`config.mk`:
```
export PLATFORM = sky130hd
export DESIGN_NAME = clock_source_output_select
export DESIGN_NICKNAME = d
export VERILOG_FILES = /design/src/include/clock_select_pkg.sv /design/src/hw/clock_edge_sampler.sv /design/src/hw/clock_source_output_select.sv
export SDC_FILE = /design/constraint.sdc
export NUM_CORES = 1
export LEC_CHECK = 0
export BUFFER_PORTS_ARGS = -buffer_cell sky130_fd_sc_hd__clkbuf_2
export CORE_UTILIZATION = 48
export CTS_BUF_LIST = sky130_fd_sc_hd__clkbuf_2
export CTS_CLUSTER_SIZE = 40
export DETAILED_ROUTE_END_ITERATION = 7
export PLACE_DENSITY_LB_ADDON = 0.2
export SETUP_SLACK_MARGIN = 0.05
export SLEW_MARGIN = 10
export SYNTH_ARGS = -nofsm -noshare
export SYNTH_HDL_FRONTEND = slang
export SYNTH_HIERARCHICAL = 1
export SYNTH_SLANG_ARGS = --single-unit
```
`constraint.sdc`:
```
create_clock -name clock -period 1.9 [get_ports clock]
set_input_delay 0.095 -clock clock [delete_from_list [all_inputs] [get_ports clock]]
set_output_delay 0.095 -clock clock [all_outputs]
set_load 0.005 [all_outputs]
```
`src/include/clock_select_pkg.sv`:
```
package clock_select_pkg;
   localparam logic [4:0] CLK_CTRL_OFF    = 5'h00;
   localparam logic [4:0] CLK_CFG_OFF     = 5'h04;
   localparam logic [4:0] BACKUP_CTRL_OFF = 5'h08;
   localparam logic [4:0] RTC_COUNT_OFF   = 5'h0c;
   localparam logic [4:0] CLK_STATUS_OFF  = 5'h10;

   localparam int FAST_EN_BIT     = 0;
   localparam int FAST_BYPASS_BIT = 1;
   localparam int PLL_REF_LSB     = 2;
   localparam int CKOUT_SEL_LSB   = 0;
   localparam int SLOW_EN_BIT     = 0;
   localparam int SLOW_BYPASS_BIT = 1;
   localparam int SLOW_DRIVE_LSB  = 2;
   localparam int RTC_SRC_BIT     = 4;
   localparam int RTC_EN_BIT      = 5;
   localparam int ST_RUN_BIT      = 0;
   localparam int ST_PWR_BIT      = 1;

   localparam logic [3:0]  CLK_CTRL_RST    = 4'h0;
   localparam logic [2:0]  CLK_CFG_RST     = 3'h0;
   localparam logic [5:0]  BACKUP_CTRL_RST = 6'h00;
   localparam logic [31:0] RTC_COUNT_RST   = 32'h0000_0000;

   localparam int NUM_SRC = 8;

   typedef enum logic [2:0] {
      CKOUT_SYS, CKOUT_RC8M, CKOUT_FAST, CKOUT_PLL_HALF,
      CKOUT_PLL2_HALF, CKOUT_SLOW, CKOUT_RC48M, CKOUT_RSVD
   } clkout_sel_t;

   typedef enum logic [1:0] {
      PLLREF_FAST, PLLREF_RC8M, PLLREF_RC48M, PLLREF_RSVD
   } pll_ref_t;

   typedef enum logic [1:0] {
      DRIVE_LOW, DRIVE_MED_LOW, DRIVE_MED_HIGH, DRIVE_HIGH
   } slow_drive_t;
endpackage

```
`src/hw/clock_edge_sampler.sv`:
```
`timescale 1ns/1ps
module clock_edge_sampler #(
   parameter int WIDTH = 8
) (
   input  wire logic             clock,
   input  wire logic             arst_n,
   input  wire logic [WIDTH-1:0] srcLevel,
   output logic      [WIDTH-1:0] level,
   output logic      [WIDTH-1:0] rise
);
   logic [WIDTH-1:0] level_ff;
   logic [WIDTH-1:0] prev_ff;

   genvar i;
   generate
      for (i = 0; i < WIDTH; i++) begin : g_src
         always_ff @(posedge clock or negedge arst_n) begin
            if (!arst_n) begin
               level_ff[i] <= 1'b0;
               prev_ff[i]  <= 1'b0;
            end else begin
               level_ff[i] <= srcLevel[i];
               prev_ff[i]  <= level_ff[i];
            end
         end
         assign rise[i] = level_ff[i] & ~prev_ff[i];
      end
   endgenerate

   assign level = level_ff;
endmodule // clock_edge_sampler

```
`src/hw/clock_source_output_select.sv`:
```
`timescale 1ns/1ps
// Function
// - Three-bit select routes one of seven clocks to the clock output.
// - Fast bypass bit takes external clock on input pin, amplifier off.
// - Slow bypass bit takes external 32.768 kHz clock, amplifier off.
// - Main PLL reference chosen from fast oscillator, 8 MHz or 48 MHz RC.
// - Software sets slow oscillator drive strength, including a high-drive option.
// - Counter on 40 kHz RC halts without main power, resumes retained value.
module clock_source_output_select
   import clock_select_pkg::*;
(
   input  wire logic        clock,
   input  wire logic        arst_n,
   input  wire logic        psel,
   input  wire logic        penable,
   input  wire logic        pwrite,
   input  wire logic [31:0] paddr,
   input  wire logic [31:0] pwdata,
   output logic      [31:0] prdata,
   output logic             pready,
   output logic             pslverr,
   input  wire logic        systemClock,
   input  wire logic        internalRc8m,
   input  wire logic        internalRc48m,
   input  wire logic        internalRc40k,
   input  wire logic        mainPllClock,
   input  wire logic        secondPllClock,
   input  wire logic        fastOscInputPin,
   input  wire logic        fastOscAmpClock,
   input  wire logic        slowOscInputPin,
   input  wire logic        slowOscAmpClock,
   input  wire logic        mainPowerGood,
   output logic             fastOscAmpEnable,
   output logic             slowOscAmpEnable,
   output logic [1:0]       slowOscDrive,
   output logic             mainPllRef,
   output logic             clkOut,
   output logic [31:0]      rtcCount
);
   logic [3:0]         clkCtrl_ff;
   logic [2:0]         clkCfg_ff;
   logic [5:0]         backupCtrl_ff;
   logic [31:0]        rtcCount_ff;
   logic               pllHalf_ff;
   logic               pll2Half_ff;
   logic               clkOut_ff;
   logic               pllRef_ff;
   logic [31:0]        prdata_ff;
   logic               fastOscClk;
   logic               slowOscClk;
   logic [NUM_SRC-1:0] rawSrc;
   logic [NUM_SRC-1:0] srcLevel;
   logic [NUM_SRC-1:0] srcRise;
   logic               accessPhase;
   logic               wrEn;
   logic               mapped;
   logic [4:0]         regAddr;
   logic               rtcFromRc40k;
   logic               rtcRunning;
   logic               rtcTick;
   logic               nxt_clkOut;
   logic               nxt_pllRef;
   clkout_sel_t        outSel;
   pll_ref_t           refSel;

   // Zero-wait slave: every access completes in its first access cycle
   assign accessPhase = psel & penable;
   assign regAddr     = paddr[4:0];
   assign mapped      = (paddr[31:5] == 27'h0) &&
                        (regAddr == CLK_CTRL_OFF || regAddr == CLK_CFG_OFF ||
                         regAddr == BACKUP_CTRL_OFF || regAddr == RTC_COUNT_OFF ||
                         regAddr == CLK_STATUS_OFF);
   assign wrEn        = accessPhase & pwrite & mapped;
   assign pready      = 1'b1;
   assign pslverr     = accessPhase & ~mapped;

   always_ff @(posedge clock or negedge arst_n) begin
      if (!arst_n) begin
         clkCtrl_ff    <= CLK_CTRL_RST;
         clkCfg_ff     <= CLK_CFG_RST;
         backupCtrl_ff <= BACKUP_CTRL_RST;
      end else if (wrEn) begin
         unique case (regAddr)
            CLK_CTRL_OFF:    clkCtrl_ff    <= pwdata[3:0];
            CLK_CFG_OFF:     clkCfg_ff     <= pwdata[2:0];
            BACKUP_CTRL_OFF: backupCtrl_ff <= pwdata[5:0];
            default: ;
         endcase
      end
   end

   // Read data registered at the end of the setup phase, stable until the next read
   always_ff @(posedge clock or negedge arst_n) begin
      if (!arst_n) begin
         prdata_ff <= 32'h0000_0000;
      end else if (psel & ~penable & ~pwrite) begin
         prdata_ff <= 32'h0000_0000;
         unique case (regAddr)
            CLK_CTRL_OFF:    prdata_ff[3:0] <= clkCtrl_ff;
            CLK_CFG_OFF:     prdata_ff[2:0] <= clkCfg_ff;
            BACKUP_CTRL_OFF: prdata_ff[5:0] <= backupCtrl_ff;
            RTC_COUNT_OFF:   prdata_ff      <= rtcCount_ff;
            CLK_STATUS_OFF: begin
               prdata_ff[ST_RUN_BIT] <= rtcRunning;
               prdata_ff[ST_PWR_BIT] <= mainPowerGood;
            end
            default: ;
         endcase
      end
   end
   assign prdata = prdata_ff;

   // Oscillator front ends: bypass turns off the amplifier and uses the pin
   assign fastOscAmpEnable = clkCtrl_ff[FAST_EN_BIT] & ~clkCtrl_ff[FAST_BYPASS_BIT];
   assign fastOscClk       = clkCtrl_ff[FAST_BYPASS_BIT] ? fastOscInputPin
                                                         : fastOscAmpClock;
   assign slowOscAmpEnable = backupCtrl_ff[SLOW_EN_BIT] &
                             ~backupCtrl_ff[SLOW_BYPASS_BIT];
   assign slowOscClk       = backupCtrl_ff[SLOW_BYPASS_BIT] ? slowOscInputPin
                                                            : slowOscAmpClock;
   assign slowOscDrive     = backupCtrl_ff[SLOW_DRIVE_LSB +: 2];

   assign rawSrc = {internalRc40k, internalRc48m, slowOscClk, secondPllClock,
                    mainPllClock, fastOscClk, internalRc8m, systemClock};

   // Sources are sampled, so only those well below half the system rate
   // survive intact; faster ones alias on the output
   clock_edge_sampler #(
      .WIDTH (NUM_SRC)
   ) u_sampler (
      .clock    (clock),
      .arst_n   (arst_n),
      .srcLevel (rawSrc),
      .level    (srcLevel),
      .rise     (srcRise)
   );

   always_ff @(posedge clock or negedge arst_n) begin
      if (!arst_n) begin
         pllHalf_ff  <= 1'b0;
         pll2Half_ff <= 1'b0;
      end else begin
         if (srcRise[3]) begin
            pllHalf_ff <= ~pllHalf_ff;
         end
         if (srcRise[4]) begin
            pll2Half_ff <= ~pll2Half_ff;
         end
      end
   end

   assign outSel = clkout_sel_t'(clkCfg_ff);
   always_comb begin
      unique case (outSel)
         CKOUT_SYS:       nxt_clkOut = srcLevel[0];
         CKOUT_RC8M:      nxt_clkOut = srcLevel[1];
         CKOUT_FAST:      nxt_clkOut = srcLevel[2];
         CKOUT_PLL_HALF:  nxt_clkOut = pllHalf_ff;
         CKOUT_PLL2_HALF: nxt_clkOut = pll2Half_ff;
         CKOUT_SLOW:      nxt_clkOut = srcLevel[5];
         CKOUT_RC48M:     nxt_clkOut = srcLevel[6];
         CKOUT_RSVD:      nxt_clkOut = 1'b0;
      endcase
   end

   assign refSel = pll_ref_t'(clkCtrl_ff[PLL_REF_LSB +: 2]);
   always_comb begin
      unique case (refSel)
         PLLREF_FAST:  nxt_pllRef = srcLevel[2];
         PLLREF_RC8M:  nxt_pllRef = srcLevel[1];
         PLLREF_RC48M: nxt_pllRef = srcLevel[6];
         PLLREF_RSVD:  nxt_pllRef = 1'b0;
      endcase
   end

   always_ff @(posedge clock or negedge arst_n) begin
      if (!arst_n) begin
         clkOut_ff <= 1'b0;
         pllRef_ff <= 1'b0;
      end else begin
         clkOut_ff <= nxt_clkOut;
         pllRef_ff <= nxt_pllRef;
      end
   end
   assign clkOut     = clkOut_ff;
   assign mainPllRef = pllRef_ff;

   // Counter source: slow external oscillator keeps running on battery,
   // the 40 kHz RC lives in the main domain and stops with it
   assign rtcFromRc40k = backupCtrl_ff[RTC_SRC_BIT];
   assign rtcRunning   = backupCtrl_ff[RTC_EN_BIT] &
                         (~rtcFromRc40k | mainPowerGood);
   assign rtcTick      = rtcRunning & (rtcFromRc40k ? srcRise[7] : srcRise[5]);

   // Power loss only pauses; the value is kept, never cleared
   always_ff @(posedge clock or negedge arst_n) begin
      if (!arst_n) begin
         rtcCount_ff <= RTC_COUNT_RST;
      end else if (wrEn && regAddr == RTC_COUNT_OFF) begin
         rtcCount_ff <= pwdata;
      end else if (rtcTick) begin
         rtcCount_ff <= rtcCount_ff + 32'h0000_0001;
      end
   end
   assign rtcCount = rtcCount_ff;
endmodule // clock_source_output_select

```
==> results.json <==
{
  "dr.pass1.iters": 5,
  "dr.first_iter.drc_count": 256,
  "min_period_ns": 1.90,
  "p_comb_share_pct": 10.4,
  "layout.cells.non_filler": 827,
  "fp-row-count": 35,
  "setup_viol_count_final": 1,
  "grt_usage_pct": 27.9,
  "drive_above_1_share_pct": 42.4,
  "fp.coreArea_um2": 9280,
  "drc": 0,
  "peakVddDrop_uv": 324,
  "crit_type": "reg2reg",
  "initial_core_util_pct": 49.6,
  "port_buffers": 150,
  "grt_pass1_wl_mm": 21.6,
  "die_y_um": 100,
  "clockRootBuffer": "clkbuf_2",
  "worst-r2r-setup-slack_ns": -0.001,
  "rsz0062_at_grt": "true",
  "p_per_area_nw_per_um2": 525,
  "cp-start-kind": "flip-flop",
  "cp_max_fo": 5,
  "grt_antenna_before_repair": 0,
  "nets": 774,
  "areaGrowthSynthToFinish_pct": 47.7,
  "fin_util_pct": 73.3,
  "worst_slack_ns": -0.00120,
  "cts_tree": "built",
  "dp_cells": 749,
  "clk-insertion-delay-late_ns": 0.55,
  "place_hpwl_mm": 9.11,
  "cp.required_ns": 2.38,
  "cp.arrival_ns": 2.38,
  "grt_pass1_vias": 4315,
  "ant_nets": 0,
  "worst_pin_slew_ns": 0.842,
  "fin_area_um2": 6800,
  "cts.sinks": 93,
  "routedWlPerCell_um": 16.5,
  "vias_per_cell": 5.33,
  "clock_tree.htree_level_count": 3,
  "place_ws_ns": -0.0648,
  "grt_overflow": 0,
  "fin_skew_ns": 0.0345,
  "clockBufferDepth": 2,
  "hold_violations": 0,
  "syn_area_um2": 4610,
  "violations": "negative setup slack",
  "min_period_over_period_pct": 100,
  "syn_inst": 451,
  "maxSlewViolCount": 0,
  "worst_hold_path_type": "in2async",
  "end_kind": "flip-flop",
  "vias": 4411,
  "syn_nets": 532,
  "dieArea_um2": 9990,
  "syn_avg_cell_area_um2": 10.2,
  "wl_mm": 13.6,
  "fmax_ghz": 0.526,
  "status": "complete, but fails checks",
  "p_leak_nw": 3.33,
  "place_area_um2": 5780,
  "relSlewSlack_pct": 43.7,
  "cts_buffers": 9,
  "io_pins": 152,
  "p_int_w": 0.00269,
  "clkTransAtPathRegs_ns": 0.26,
  "finalWeightedCongestion": 0.851,
  "seq_power_share_pct": 58.4,
  "p_switching_w": 0.000881,
  "ys.warnings.count": 6,
  "p_sw_share_pct": 24.7,
  "drv_cap": 0,
  "grt_max_degree": 51,
  "fp.dieW_um": 100,
  "n_antenna_cell": 0,
  "clkPwrFrac_pct": 31.3
}
registers in the layout (all words and copies together) (netlist names):
name,count
clkOut,1
prdata,32
pllHalf_ff,1
clkCtrl_ff,4
pll2Half_ff,1
u_sampler/level,8
rtcCount,32
mainPllRef,1
clkCfg_ff,3
u_sampler/prev_ff,4
backupCtrl_ff,6
worst paths after layout:
path,start,cells after the start,end
setup reg to reg,u_sampler/level[5],6,rtcCount[23]
hold / removal,arst_n,3,prdata[20]
hold reg to reg,u_sampler/level[7],0,u_sampler/prev_ff[7]
max in group asynchronous,arst_n,3,rtcCount[7]
min in group clock,mainPowerGood,5,prdata[0]
setup / recovery,u_sampler/level[5],6,rtcCount[23]
stage by stage:
stage | hold slack (ns) | power, W | TNS [ns]
2_1_floorplan | -0.201 | 0.00220 | -0.466
3_3_place_gp | -0.0115 | 0.00240 | -0.00239
3_5_place_dp | -0.00489 | 0.00241 | -0.383
4_1_cts | 0.0326 | 0.00357 | -0.186
5_1_grt | 0.0418 | 0.00368 | -0.799
6_report | 0.0445 | 0.00357 | -0.00120
metal layers:
layer  part of all wire (%)  track usage, %  vias up  wire (um)
li1                       -               -     2059          -
met1                     43            37.9     2145       5850
met2                     50            47.0      186       6830
met3                    5.2            3.13       21        710
met4                    1.7            8.82        0        227
met5                      0               0        -          0
repair_timing:
item	4_1_cts	5_1_grt
resized for setup	39	19
setup endpoints to repair	17	27
endpoints found under the hold margin	147	0
setup buffers	9	7
gates cloned	0	0
hold buffers	46	0
pin swaps	35	25
critical path, stage by stage (launching register included):
cell and delay [ns]:
dfrtp_1 0.43, nor2b_4 0.15, nand3b_1 0.20, a21o_4 0.34, nor4_4 0.30, xor2_1 0.12, mux2_4 0.28
placed cells by master, fill, tap and decap left out, drive strengths merged, types with 3 or more instances in the layout:
| cell type | n |
|---|---|
| clkbuf | 161 |
| dfrtp | 93 |
| nand2 | 92 |
| buf | 61 |
| o21ai | 54 |
| dlygate4sd3 | 46 |
| xnor2 | 23 |
| nor4 | 23 |
| mux2 | 21 |
| nor2 | 17 |
| nand3 | 16 |
| nor3 | 13 |
| xor2 | 10 |
| inv | 8 |
| nand4 | 8 |
| nor2b | 6 |
| o31ai | 5 |
| and3 | 5 |
| mux2i | 4 |
| and2 | 4 |
| a221oi | 3 |
final cells by class:
type	instances	area (um^2)
clock buffer	12	60.1
sequential	93	2330
clock inverter	4	72.6
fill	684	2480
timing repair buffer	256	1760
inverter	8	30.0
multi-input combinational	325	2390
tap	129	161
power by group through the flow:
stage	sequential [W]	combinational, W	clock (W)
after floorplan	0.00211	0.0000915	0
after global placement	0.00211	0.000283	0
after detailed placement	0.00212	0.000289	0
after CTS	0.00208	0.000366	0.00112
after global routing	0.00209	0.000407	0.00119
final	0.00208	0.000370	0.00112
Power figures use the tool's default switching activity.
